**src/include/udw_pkg.sv**
```systemverilog
package udw_pkg;
	// ==========================================================
	// wiper code range
	localparam int WIPER_W = 6;
	localparam logic [5:0] WIPER_MIN = 6'h00;
	localparam logic [5:0] WIPER_MAX = 6'h3f;
	localparam logic [5:0] WIPER_DEFAULT = 6'h1f;
	// ==========================================================
	// pin timing, in ns, and derived cycle counts at 100 MHz
	localparam int CLK_PERIOD_NS = 10;
	localparam int SETUP_NS = 500;
	localparam int STEP_HALF_NS = 500;
	localparam logic [7:0] SETUP_CYC = 8'((SETUP_NS + CLK_PERIOD_NS - 1) / CLK_PERIOD_NS);
	localparam logic [7:0] HALF_CYC = 8'((STEP_HALF_NS + CLK_PERIOD_NS - 1) / CLK_PERIOD_NS);
	// ==========================================================
	// command variants
	typedef enum logic [2:0]
	{
		UDW_CMD_INC,
		UDW_CMD_INC_COMPAT,
		UDW_CMD_DEC,
		UDW_CMD_DEC_COMPAT,
		UDW_CMD_HV_INC1,
		UDW_CMD_HV_INC2,
		UDW_CMD_HV_DEC1,
		UDW_CMD_HV_DEC2
	} udw_cmd_t;
endpackage

```
**src/logic/udw_tick.sv**
```systemverilog
`timescale 1ns/100ps
// ==========================================================
// divider: one-cycle enable pulse every HALF_CYC cycles
module udw_tick
(
	input wire logic clk_sys,
	input wire logic rstn,
	input wire logic run,
	output logic tick
);
	import udw_pkg::*;
	logic [7:0] cnt_r;
	logic [7:0] cnt_nxt;
	logic tick_nxt;

	// restart count whenever idle so phases line up with commands
	always_comb
	begin
		cnt_nxt = cnt_r;
		tick_nxt = 1'b0;
		if (!run)
			cnt_nxt = 8'h00;
		else if (cnt_r == HALF_CYC - 8'h01)
		begin
			cnt_nxt = 8'h00;
			tick_nxt = 1'b1;
		end
		else
			cnt_nxt = cnt_r + 8'h01;
	end

	always_ff @(posedge clk_sys)
	begin
		if (!rstn)
		begin
			cnt_r <= 8'h00;
			tick <= 1'b0;
		end
		else
		begin
			cnt_r <= cnt_nxt;
			tick <= tick_nxt;
		end
	end
endmodule

```
**src/logic/udw_host.sv**
```systemverilog
`timescale 1ns/100ps
// ==========================================================
// host controller for an up/down stepped wiper
module udw_host
(
	input wire logic clk_sys,
	input wire logic rstn,
	input wire logic cmd_valid,
	input udw_pkg::udw_cmd_t cmd_kind,
	input wire logic [5:0] cmd_steps,
	input wire logic dev_reloaded,
	output logic cmd_ready,
	output logic cmd_done,
	output logic [5:0] wiper_shadow,
	output logic sel_n,
	output logic sel_hv,
	output logic step_dir
);
	import udw_pkg::*;

	typedef enum logic [2:0] {S_IDLE, S_SETUP, S_OPEN, S_LOW, S_HIGH, S_TAIL, S_CLOSE} udw_state_t;

	udw_state_t st_r, st_nxt;
	udw_cmd_t kind_r, kind_nxt;
	logic [5:0] left_r, left_nxt;
	logic [5:0] shadow_r, shadow_nxt;
	logic sel_n_r, sel_n_nxt;
	logic sel_hv_r, sel_hv_nxt;
	logic step_r, step_nxt;
	logic ready_r, ready_nxt;
	logic done_r, done_nxt;
	logic tick;

	// direction of a command: true when it moves toward terminal A
	function automatic logic is_up(input udw_cmd_t k);
		is_up = (k == UDW_CMD_INC) || (k == UDW_CMD_INC_COMPAT) ||
			(k == UDW_CMD_HV_INC1) || (k == UDW_CMD_HV_INC2);
	endfunction

	// level the step pin must hold before sel_n returns high or sel_hv falls
	function automatic logic tail_level(input udw_cmd_t k);
		case (k)
			UDW_CMD_INC_COMPAT: tail_level = 1'b0;
			UDW_CMD_DEC: tail_level = 1'b0;
			UDW_CMD_DEC_COMPAT: tail_level = 1'b1;
			UDW_CMD_HV_INC1: tail_level = 1'b1;
			UDW_CMD_HV_INC2: tail_level = 1'b0;
			UDW_CMD_HV_DEC1: tail_level = 1'b0;
			UDW_CMD_HV_DEC2: tail_level = 1'b1;
			default: tail_level = 1'b1;
		endcase
	endfunction

	// saturating one-code move of the shadow, mirroring the device
	function automatic logic [5:0] step_code(input logic [5:0] c, input logic up);
		if (up)
			step_code = (c == WIPER_MAX) ? c : c + 6'h01;
		else
			step_code = (c == WIPER_MIN) ? c : c - 6'h01;
	endfunction

	udw_tick u_tick
	(
		.clk_sys(clk_sys),
		.rstn(rstn),
		.run(st_r != S_IDLE),
		.tick(tick)
	);

	// ==========================================================
	// command sequencer
	always_comb
	begin
		st_nxt = st_r;
		kind_nxt = kind_r;
		left_nxt = left_r;
		shadow_nxt = shadow_r;
		sel_n_nxt = sel_n_r;
		sel_hv_nxt = sel_hv_r;
		step_nxt = step_r;
		ready_nxt = ready_r;
		done_nxt = 1'b0;
		case (st_r)
			S_IDLE:
			begin
				sel_n_nxt = 1'b1;
				sel_hv_nxt = 1'b0;
				ready_nxt = 1'b1;
				if (cmd_valid && ready_r)
				begin
					kind_nxt = cmd_kind;
					left_nxt = cmd_steps;
					step_nxt = is_up(cmd_kind);
					ready_nxt = 1'b0;
					st_nxt = S_SETUP;
				end
			end
			S_SETUP:
				if (tick)
				begin
					if (kind_r inside {UDW_CMD_HV_INC1, UDW_CMD_HV_INC2,
						UDW_CMD_HV_DEC1, UDW_CMD_HV_DEC2})
						sel_hv_nxt = 1'b1;
					else
						sel_n_nxt = 1'b0;
					st_nxt = S_OPEN;
				end
			S_OPEN:
				// drop step low so each pulse yields one rising edge
				if (tick)
				begin
					step_nxt = 1'b0;
					st_nxt = (left_r == 6'h00) ? S_TAIL : S_LOW;
				end
			S_LOW:
				if (tick)
				begin
					step_nxt = 1'b1;
					left_nxt = left_r - 6'h01;
					shadow_nxt = step_code(shadow_r, is_up(kind_r));
					st_nxt = S_HIGH;
				end
			S_HIGH:
				if (tick)
				begin
					if (left_r != 6'h00)
					begin
						step_nxt = 1'b0;
						st_nxt = S_LOW;
					end
					else
					begin
						step_nxt = tail_level(kind_r);
						st_nxt = S_TAIL;
					end
				end
			S_TAIL:
				// tail may only pull step low; a zero-step command must see no rising edge,
				// so a high tail after zero steps is given up to keep the wiper still
				if (tick)
				begin
					step_nxt = step_r & tail_level(kind_r);
					st_nxt = S_CLOSE;
				end
			S_CLOSE:
				if (tick)
				begin
					sel_n_nxt = 1'b1;
					sel_hv_nxt = 1'b0;
					done_nxt = 1'b1;
					ready_nxt = 1'b1;
					st_nxt = S_IDLE;
				end
			default:
				st_nxt = S_IDLE;
		endcase
		if (dev_reloaded)
			shadow_nxt = WIPER_DEFAULT;
	end

	always_ff @(posedge clk_sys)
	begin
		if (!rstn)
		begin
			st_r <= S_IDLE;
			kind_r <= UDW_CMD_INC;
			left_r <= 6'h00;
			shadow_r <= WIPER_DEFAULT;
			sel_n_r <= 1'b1;
			sel_hv_r <= 1'b0;
			step_r <= 1'b0;
			ready_r <= 1'b0;
			done_r <= 1'b0;
		end
		else
		begin
			st_r <= st_nxt;
			kind_r <= kind_nxt;
			left_r <= left_nxt;
			shadow_r <= shadow_nxt;
			sel_n_r <= sel_n_nxt;
			sel_hv_r <= sel_hv_nxt;
			step_r <= step_nxt;
			ready_r <= ready_nxt;
			done_r <= done_nxt;
		end
	end

	assign sel_n = sel_n_r;
	assign sel_hv = sel_hv_r;
	assign step_dir = step_r;
	assign cmd_ready = ready_r;
	assign cmd_done = done_r;
	assign wiper_shadow = shadow_r;
endmodule

```
**config.mk**
```make
export PLATFORM = sky130hd
export DESIGN_NAME = udw_host
export DESIGN_NICKNAME = d
export VERILOG_FILES = /design/src/include/udw_pkg.sv /design/src/logic/udw_tick.sv /design/src/logic/udw_host.sv
export SDC_FILE = /design/constraint.sdc
export NUM_CORES = 1
export LEC_CHECK = 0
export BUFFER_PORTS_ARGS = -buffer_cell sky130_fd_sc_hd__buf_2
export CORE_ASPECT_RATIO = 1.4
export CORE_MARGIN = 2
export CORE_UTILIZATION = 51
export CTS_CLUSTER_DIAMETER = 50
export DETAILED_ROUTE_END_ITERATION = 10
export HOLD_SLACK_MARGIN = 0.03
export PLACE_DENSITY = 0.75
export SYNTH_ARGS = -nofsm -noshare
export SYNTH_HDL_FRONTEND = slang
export SYNTH_HIERARCHICAL = 1
export SYNTH_SLANG_ARGS = --single-unit
```
**constraint.sdc**
```tcl
create_clock -name clk_sys -period 1.65 [get_ports clk_sys]
set_input_delay 0.2475 -clock clk_sys [delete_from_list [all_inputs] [get_ports clk_sys]]
set_output_delay 0.2475 -clock clk_sys [all_outputs]
set_load 0.01 [all_outputs]
```
==> results of run 1 <==
per-layer routing:
| layer | vias up | track usage |
|---|---|---|
| met5 | - | 0 |
| li1 | 843 | - |
| met2 | 19 | 0.4499 |
| met1 | 788 | 0.2298 |
| met3 | 9 | 0.06148 |
| met4 | 0 | 0.1254 |
how the worst max path moves through the flow:
stage / end / slack (ns) / cells past startpoint
CTS: wiper_shadow[3] / 0.02 / 4
floorplan: wiper_shadow[3] / 0.03 / 4
finish: wiper_shadow[0] / -0.06 / 5
global placement: wiper_shadow[4] / 0.03 / 7
detailed placement: wiper_shadow[4] / 0.001 / 7
global route: wiper_shadow[2] / -0.11 / 5
flip-flops by register name (all words and copies together) (netlist names), 3 cells and up:
register,cells
kind_r,3
left_r,6
st_r,3
u_tick/cnt_r,8
wiper_shadow,6
repair_timing:
action	4_1_cts	5_1_grt
endpoints found under the setup margin	1	12
buffers inserted	0	2
pin swaps	0	8
gates resized for setup	1	20
worst min-delay path: stages:
cell and delay [ns]:
buf_2 0.08, mux2i_1 0.05, nor2_1 0.08
metrics by stage:
| stage | hold slack [ns] | TNS, ns |
|---|---|---|
| global placement | 0.4524 | 0 |
| global route | 0.2368 | -0.4545 |
| floorplan | 0.3947 | 0 |
| CTS | 0.2112 | 0 |
| finish | 0.2117 | -0.2091 |
| detailed placement | 0.4611 | 0 |
logic make-up after synthesis:
group | Yosys count
xor+xnor | 6
mux | 7
fa+ha+maj | 5
compound gates | 55
buf+inv | 22
simple gates | 80
flops | 32
Yosys cell counts, types with 2 or more instances:
cell      instances  area, sq um
nand2b_1          3        18.77
dfxtp_1          32        640.6
xnor2_1           4        35.03
or2_2             2        12.51
o22ai_1           2        12.51
a211oi_1          4        30.03
a311oi_1          2        17.52
a21oi_1          17        85.08
or3_1             6        37.54
nand3_1          11        55.05
a21o_1            2        15.01
xor2_1            2        17.52
or4_1             3        22.52
o311ai_0          2        17.52
clkbuf_1          7        26.28
nand2_1          13        48.80
o211ai_1          2        15.01
o32ai_1           2        17.52
nor2_1           22        82.58
nand3b_1          2        15.01
buf_2             2        10.01
mux2i_1           6        60.06
inv_1            11        41.29
o21ai_0          12        60.06
nor3_1            4        20.02
ha_1              5        62.56
o31ai_1           3        22.52
layout make-up:
class,instances,area [sq um]
timing repair buffer,46,295.3
fill,317,1146
clock buffer,8,90.09
inverter,11,41.29
sequential,32,650.6
tap,40,50.05
multi-input combinational,153,1042
power groups by stage:
| stage | combinational [mW] | clock, mW | sequential (mW) |
|---|---|---|---|
| after global placement | 0.351 | 0 | 0.860 |
| final | 0.375 | 0.619 | 0.844 |
| after global routing | 0.419 | 0.667 | 0.851 |
| after detailed placement | 0.358 | 0 | 0.862 |
| after floorplan | 0.239 | 0 | 0.858 |
| after CTS | 0.360 | 0.633 | 0.845 |
==> metrics.cfg, run 1 <==
[routing]
dr_wl_met3_um=123
wl_um=4187
via_per_inst=5.721
drtIter0Drc=38
vias=1659
wl_met2_um=2357
postRouteAntennaNets=0
wl_per_cell_um=14.44
dr.max_layer_used=met4
route.detailed.drc=0
first_pass_iters=4
met1_length_um=1586

[finish]
stdcell_area_sq_mm=0.002170
layout_commonest_cell=dfxtp_1
layout_common_cells=dfxtp_1 (28), buf_2 (23), nor2_1 (22)
final_util=0.6543
antennaDiodeCount=0
final_nets=267
layout-drive-gt1-share=0.2960
area_delta_synth_final_pct=25.11
final-instance-count-excl-fill=290

[cts]
clkLatencyLatePin_ns=0.29
clk_root_buffer_cell=clkbuf_8
cts-root-to-sink-buffers=2
cts_tree=built
cts.clk_slew.worst_paths_ns=0.07
cts_sinks=32
htreeDepth=2
cts.hold.buffers_added=0
cts_buffers=5

[synthesis]
synth_fa_ha_area_frac=0.03608
synth_compound_area_frac=0.2114
ys_warn_count=6
synth_edf_count=0
synth_area_per_cell_sq_um=8.378
async_flop_share=0
ys_types=51
synth.area.mux_share=0.04113
ys_ff_latch=32
mappedNetlistArea_sq_mm=0.001734
ys.flop_type=dfxtp_1
synth_top_family_by_area=simple AND/OR/NAND/NOR gates
synth-seq-area-share=0.3694
synth_nets=225
synth_simple_gate_area_frac=0.2605
synthXorXnorAreaFrac=0.03030
synth_cells=207

[pwr]
sw_frac_of_total=0.2790
power_mw=1.838
pwr-share-comb=0.204
power_leakage_nw=0.8403
ir_drop_mv=0.6165
p_switching_mw=0.5128
internal_power_mw=1.326
p_seq_frac=0.459
clock_power_share=0.337
power_density_mw_per_mm2=847.3

[worst_setup_path]
required_ns=1.79
slowest_delay_ns=0.56
critPathArrivalTime_ns=1.85
cp_slowest_cell=or4b_4
crit_chain=or4b_4, nor4_4, buf_6, or3_1, nand3_1
r2r-end=wiper_shadow[0]
cp_top_family=simple AND/OR/NAND/NOR gates
cp-end-kind=flip-flop
reg2reg_depth=5
cp-startpoint=wiper_shadow[2]
reg2reg_from=wiper_shadow[2]
crit_type=reg -> reg
crit_path_max_fanout=8
critPathLaunchType=flip-flop
crit_buf_inv=1
regToRegSetupSlack_ns=-0.06

[min_path]
min_path_cells=3
hp-class=in -> reg
min_from=cmd_kind[0]
whs_endpoint=kind_r[0]

[placement]
dp_hpwl_um=3075
port_buffers=23
placed_cells=280
place_congestion=0.7520
dpl_cell_area_sq_mm=0.002009
dp_slack_ns=0.001363

[timing]
period_needed_ns=1.711
relSlewSlack=0.6553
worst_slack_ns=-0.06139
worst_pin_slew_ns=0.5152
rsz0062_at_grt=true
maxSlewViolCount=0
min_period_over_period=1.037
skew_ns=0.008641
timing.fmax_ghz=0.5843
setup_violations=4
hold_viol_final=0

[floorplanning]
core_area_sq_mm=0.003316
die_h_um=73.00
die_w_um=53.28
die-area_sq_mm=0.003889
num_io_pins=24
start_util=0.5230
rows=25

[global_routing]
overflow=0
grt_pass1_vias=1629
grt_max_degree=16
track_usage=0.2408
grt_pass1_wl_um=6900
grt_antenna_before_repair=0

[status]
status=finished, violations left
violations=setup timing

[flow_run]
max_cap_violations=0

No activity file was read; power rests on OpenSTA's default activity.
==> run 2, diff against run 1 <==
--- a/config.mk
+++ b/config.mk
@@ -12,6 +12,7 @@
 export CTS_CLUSTER_DIAMETER = 50
 export DETAILED_ROUTE_END_ITERATION = 10
 export HOLD_SLACK_MARGIN = 0.03
+export MAX_ROUTING_LAYER = met4
 export PLACE_DENSITY = 0.75
 export SYNTH_ARGS = -nofsm -noshare
 export SYNTH_HDL_FRONTEND = slang
==> run 2 against run 1 <==
The run still ends with setup timing left. Clock power is essentially flat. Non-clock buffer count is the same. Sequential cell count is the same. Worst setup slack is essentially flat. Global-route usage grew 0.68 points. Routed wire length is the same. Power is essentially flat. Critical path type unchanged. Largest power group unchanged.
==> metrics.cfg, run 2 (synthesis gave the netlist of run 1 again) <==
[pwr]
ir_drop_mv=0.6165
p_switching_mw=0.5129
internal_power_mw=1.326
sw_frac_of_total=0.2790
p_seq_frac=0.459
pwr-share-comb=0.204
power_density_mw_per_mm2=847.3
clock_power_share=0.337
power_leakage_nw=0.8403

[global_routing]
grt_pass1_vias=1629
grt_antenna_before_repair=0
grt_pass1_wl_um=6893
overflow=0
grt_max_degree=16
track_usage=0.2476

[timing]
maxSlewViolCount=0
relSlewSlack=0.6553
rsz0062_at_grt=true
setup_violations=4
period_needed_ns=1.711
hold_viol_final=0
worst_slack_ns=-0.06139
min_period_over_period=1.037
timing.fmax_ghz=0.5843
worst_pin_slew_ns=0.5152
skew_ns=0.008641

[worst_setup_path]
crit_type=reg -> reg
required_ns=1.79
cp_slowest_cell=or4b_4
cp_top_family=simple AND/OR/NAND/NOR gates
crit_chain=or4b_4, nor4_4, buf_6, or3_1, nand3_1
critPathArrivalTime_ns=1.85
critPathLaunchType=flip-flop
crit_buf_inv=1
cp-end-kind=flip-flop
crit_path_max_fanout=8
slowest_delay_ns=0.56

[placement]
dp_hpwl_um=3075
placed_cells=280
port_buffers=23
place_congestion=0.7617

[routing]
postRouteAntennaNets=0
vias=1659
first_pass_iters=4
wl_per_cell_um=14.44
drtIter0Drc=37
route.detailed.drc=0
wl_um=4187
via_per_inst=5.721

[floorplanning]
die_h_um=73.00
core_area_sq_mm=0.003316
start_util=0.5230
num_io_pins=24
die-area_sq_mm=0.003889
rows=25
die_w_um=53.28

[finish]
final-instance-count-excl-fill=290
area_delta_synth_final_pct=25.11
regMostFlops=u_tick/cnt_r
antennaDiodeCount=0
fillers=317
layout-drive-gt1-share=0.2960
final_util=0.6543
largest_reg_flops=8
layout_commonest_cell=dfxtp_1
layout_common_cells=dfxtp_1 (28), buf_2 (23), nor2_1 (22)
final_nets=267

[cts]
cts.clk_slew.worst_paths_ns=0.07
cts_tree=built
cts_sinks=32
htreeDepth=2
cts_buffers=5
clk_root_buffer_cell=clkbuf_8
cts.hold.buffers_added=0
clkLatencyLatePin_ns=0.29
cts-root-to-sink-buffers=2

[flow_run]
max_cap_violations=0

[min_path]
hp-class=in -> reg

[status]
status=finished, violations left
violations=setup timing

-- run 2: cell counts in the layout (fill, tap and decap cells not counted) --
No cell type changed its count.
-- run 2: area by class of cell --
type	count	area [sq um]	area share
timing repair buffer	46	295.3	0.1361
sequential	32	650.6	0.2999
clock buffer	8	90.09	0.04152
tap	40	50.05	0.02307
multi-input combinational	153	1042	0.4804
inverter	11	41.29	0.01903
-- run 2: per-stage QoR --
stage | hold slack, ns | setup TNS [ns] | setup WS, ns | total power [mW] | instance area, sq um
floorplan | 0.3947 | 0 | 0.02919 | 1.097 | 1734
finish | 0.2117 | -0.2091 | -0.06139 | 1.838 | 2170
detailed placement | 0.4611 | 0 | 0.001363 | 1.220 | 2009
CTS | 0.2112 | 0 | 0.02092 | 1.838 | 2100
global placement | 0.4524 | 0 | 0.03335 | 1.212 | 2009
global route | 0.2368 | -0.4545 | -0.1122 | 1.936 | 2170
-- run 2: routing by layer --
layer	part of all wire	track usage	vias to the layer above
met5	0	-	-
met4	0.029	0.1254	0
met3	0.026	0.05738	9
met2	0.56	0.4513	19
met1	0.38	0.2311	788
li1	-	-	843
-- run 2: what timing repair did --
item                                    in CTS  in global routing
endpoints found under the setup margin       1                 12
pin swaps                                    0                  8
buffers inserted                             0                  2
gates resized for setup                      1                 20
-- run 2: final timing paths --
path                                       from         endpoint  slack [ns]  cells after the start
worst max-delay path            wiper_shadow[2]  wiper_shadow[0]       -0.06                      5
worst min-delay path                cmd_kind[0]        kind_r[0]        0.21                      3
worst max register to register  wiper_shadow[2]  wiper_shadow[0]       -0.06                      5
worst min register to register            sel_n            sel_n        0.47                      2
-- run 2: power groups by stage --
stage               sequential, mW  combinational [mW]  clock [mW]
floorplan                    0.858               0.239           0
global placement             0.860               0.351           0
detailed placement           0.862               0.358           0
CTS                          0.845               0.360       0.633
global route                 0.851               0.418       0.667
finish                       0.844               0.375       0.619
-- run 2: worst reg2reg max path: cells and delay by family, from the launching register on --
kind | cells | cell delay, ns
buffers and inverters | 1 | 0.17
flip-flops | 1 | 0.35
AND/OR/NAND/NOR | 4 | 1.06
==> run 3, diff against run 2 <==
--- a/config.mk
+++ b/config.mk
@@ -8,12 +8,12 @@
 export BUFFER_PORTS_ARGS = -buffer_cell sky130_fd_sc_hd__buf_2
 export CORE_ASPECT_RATIO = 1.4
 export CORE_MARGIN = 2
-export CORE_UTILIZATION = 51
+export CORE_UTILIZATION = 40
 export CTS_CLUSTER_DIAMETER = 50
 export DETAILED_ROUTE_END_ITERATION = 10
 export HOLD_SLACK_MARGIN = 0.03
 export MAX_ROUTING_LAYER = met4
-export PLACE_DENSITY = 0.75
+export PLACE_DENSITY = 0.63
 export SYNTH_ARGS = -nofsm -noshare
 export SYNTH_HDL_FRONTEND = slang
 export SYNTH_HIERARCHICAL = 1
==> run 3 against run 2 <==
The run now ends clean. Sequential power grew 0.6%. Power up 0.82%. Clock skew decreased by 0.0056 ns. Largest power group unchanged. Highest routed layer unchanged. Sequential share of layout area down 1.0 points.
==> metrics.cfg, run 3 (synthesis gave the netlist of run 1 again) <==
[routing]
route.detailed.drc=0
vias=1644
drtIter0Drc=58
wl_per_cell_um=13.78
postRouteAntennaNets=0
first_pass_iters=5
via_per_inst=5.480
wl_um=4133

[cts]
cts.hold.buffers_added=0
cts.clk_slew.worst_paths_ns=0.06
cts-root-to-sink-buffers=2
cts_tree=built
cts_buffers=5
clkLatencyLatePin_ns=0.28
clk_root_buffer_cell=clkbuf_8
cts_sinks=32
htreeDepth=2

[timing]
worst_pin_slew_ns=0.3846
setup_violations=0
min_period_over_period=0.9763
relSlewSlack=0.7428
timing.fmax_ghz=0.6208
period_needed_ns=1.611
maxSlewViolCount=0
hold_viol_final=0
rsz0062_at_grt=true
skew_ns=0.003010
worst_slack_ns=0.03907

[worst_setup_path]
slowest_delay_ns=0.37
reg2reg_from=kind_r[1]
crit_type=reg -> reg
regToRegSetupSlack_ns=0.04
crit_path_max_fanout=7
cp-end-kind=flip-flop
reg2reg_depth=7
required_ns=1.84
r2r-end=wiper_shadow[4]
critPathArrivalTime_ns=1.80
crit_chain=buf_6, xor2_2, ha_2, o31ai_4, a21oi_2, xnor2_1, o311ai_1
cp_slowest_cell=dfxtp_4
critPathLaunchType=flip-flop

[finish]
layout_commonest_cell=dfxtp_1
fillers=404
regArea_sq_um=645.6
multiInputGateArea_sq_mm=0.001064
final-instance-count-excl-fill=300
layout-drive-gt1-share=0.3059
layout_common_cells=dfxtp_1 (30), buf_4 (26), buf_2 (23)
largest_reg_flops=8
antennaDiodeCount=0
final_nets=272
stdcell_area_sq_mm=0.002230
area_delta_synth_final_pct=28.57
final_util=0.5304
regMostFlops=u_tick/cnt_r

[global_routing]
grt_max_degree=14
grt_pass1_wl_um=6589
track_usage=0.1858
overflow=0
grt_pass1_vias=1514
grt_antenna_before_repair=0

[floorplanning]
rows=28
core_area_sq_mm=0.004204
die_w_um=59.65
die_h_um=81.91
num_io_pins=24
die-area_sq_mm=0.004886
start_util=0.4125

[placement]
placed_cells=292
dp_hpwl_um=3120
dp_slack_ns=-0.01353
port_buffers=23
place_congestion=0.8703
dpl_cell_area_sq_mm=0.002068

[min_path]
min_from=cmd_kind[0]
whs_endpoint=kind_r[0]
hp-class=in -> reg
min_path_cells=3

[status]
status=finished, final reports clean

[flow_run]
max_cap_violations=0

[pwr]
power_leakage_nw=0.8753
power_mw=1.854
power_density_mw_per_mm2=831.3
ir_drop_mv=0.5178

## run 3: repair_timing
action	CTS	global route
setup buffers	0	0
gates resized for setup	3	13
endpoints found under the setup margin	2	6
pin swaps	0	5
## run 3: worst max-delay path: cells and delay by family, from the launching register on
family / cells / cell delay (ns)
flops: 1 / 0.37
buf+inv: 1 / 0.12
fa+ha+maj: 1 / 0.21
compound gates: 3 / 0.56
xor+xnor: 2 / 0.26
## run 3: through the flow
step | hold WS [ns] | TNS (ns)
4_1_cts | 0.2055 | 0
6_report | 0.2096 | 0
2_1_floorplan | 0.3947 | 0
5_1_grt | 0.2229 | -0.1045
3_3_place_gp | 0.4528 | 0
3_5_place_dp | 0.4570 | -0.01353
## run 3: worst max path at each step
stage	to	from	cells after the start
floorplan	wiper_shadow[3]	wiper_shadow[1]	4
global placement	wiper_shadow[5]	kind_r[1]	5
detailed placement	wiper_shadow[5]	kind_r[1]	5
CTS	wiper_shadow[5]	kind_r[1]	5
global route	wiper_shadow[4]	kind_r[1]	7
finish	wiper_shadow[4]	kind_r[1]	7
## run 3: layout make-up
cell class                      instances  area share
Timing Repair Buffer                   51      0.1493
Clock buffer                            8     0.04040
Multi-Input combinational cell        153      0.4770
Inverter                               11     0.01852
Tap cell                               45     0.02525
Sequential cell                        32      0.2896
## run 3: routing by layer
metal	up-vias	track usage	wire length (um)
li1	841	-	-
met1	765	0.1833	1662
met2	29	0.3391	2269
met3	9	0.03622	123
met4	0	0.08889	77
met5	-	-	0
## run 3: where the power goes
group / total (mW) / internal (mW) / switching, mW
Clock: 0.612 / 0.340 / 0.273
Combinational: 0.392 / 0.198 / 0.194
Sequential: 0.849 / 0.811 / 0.0383
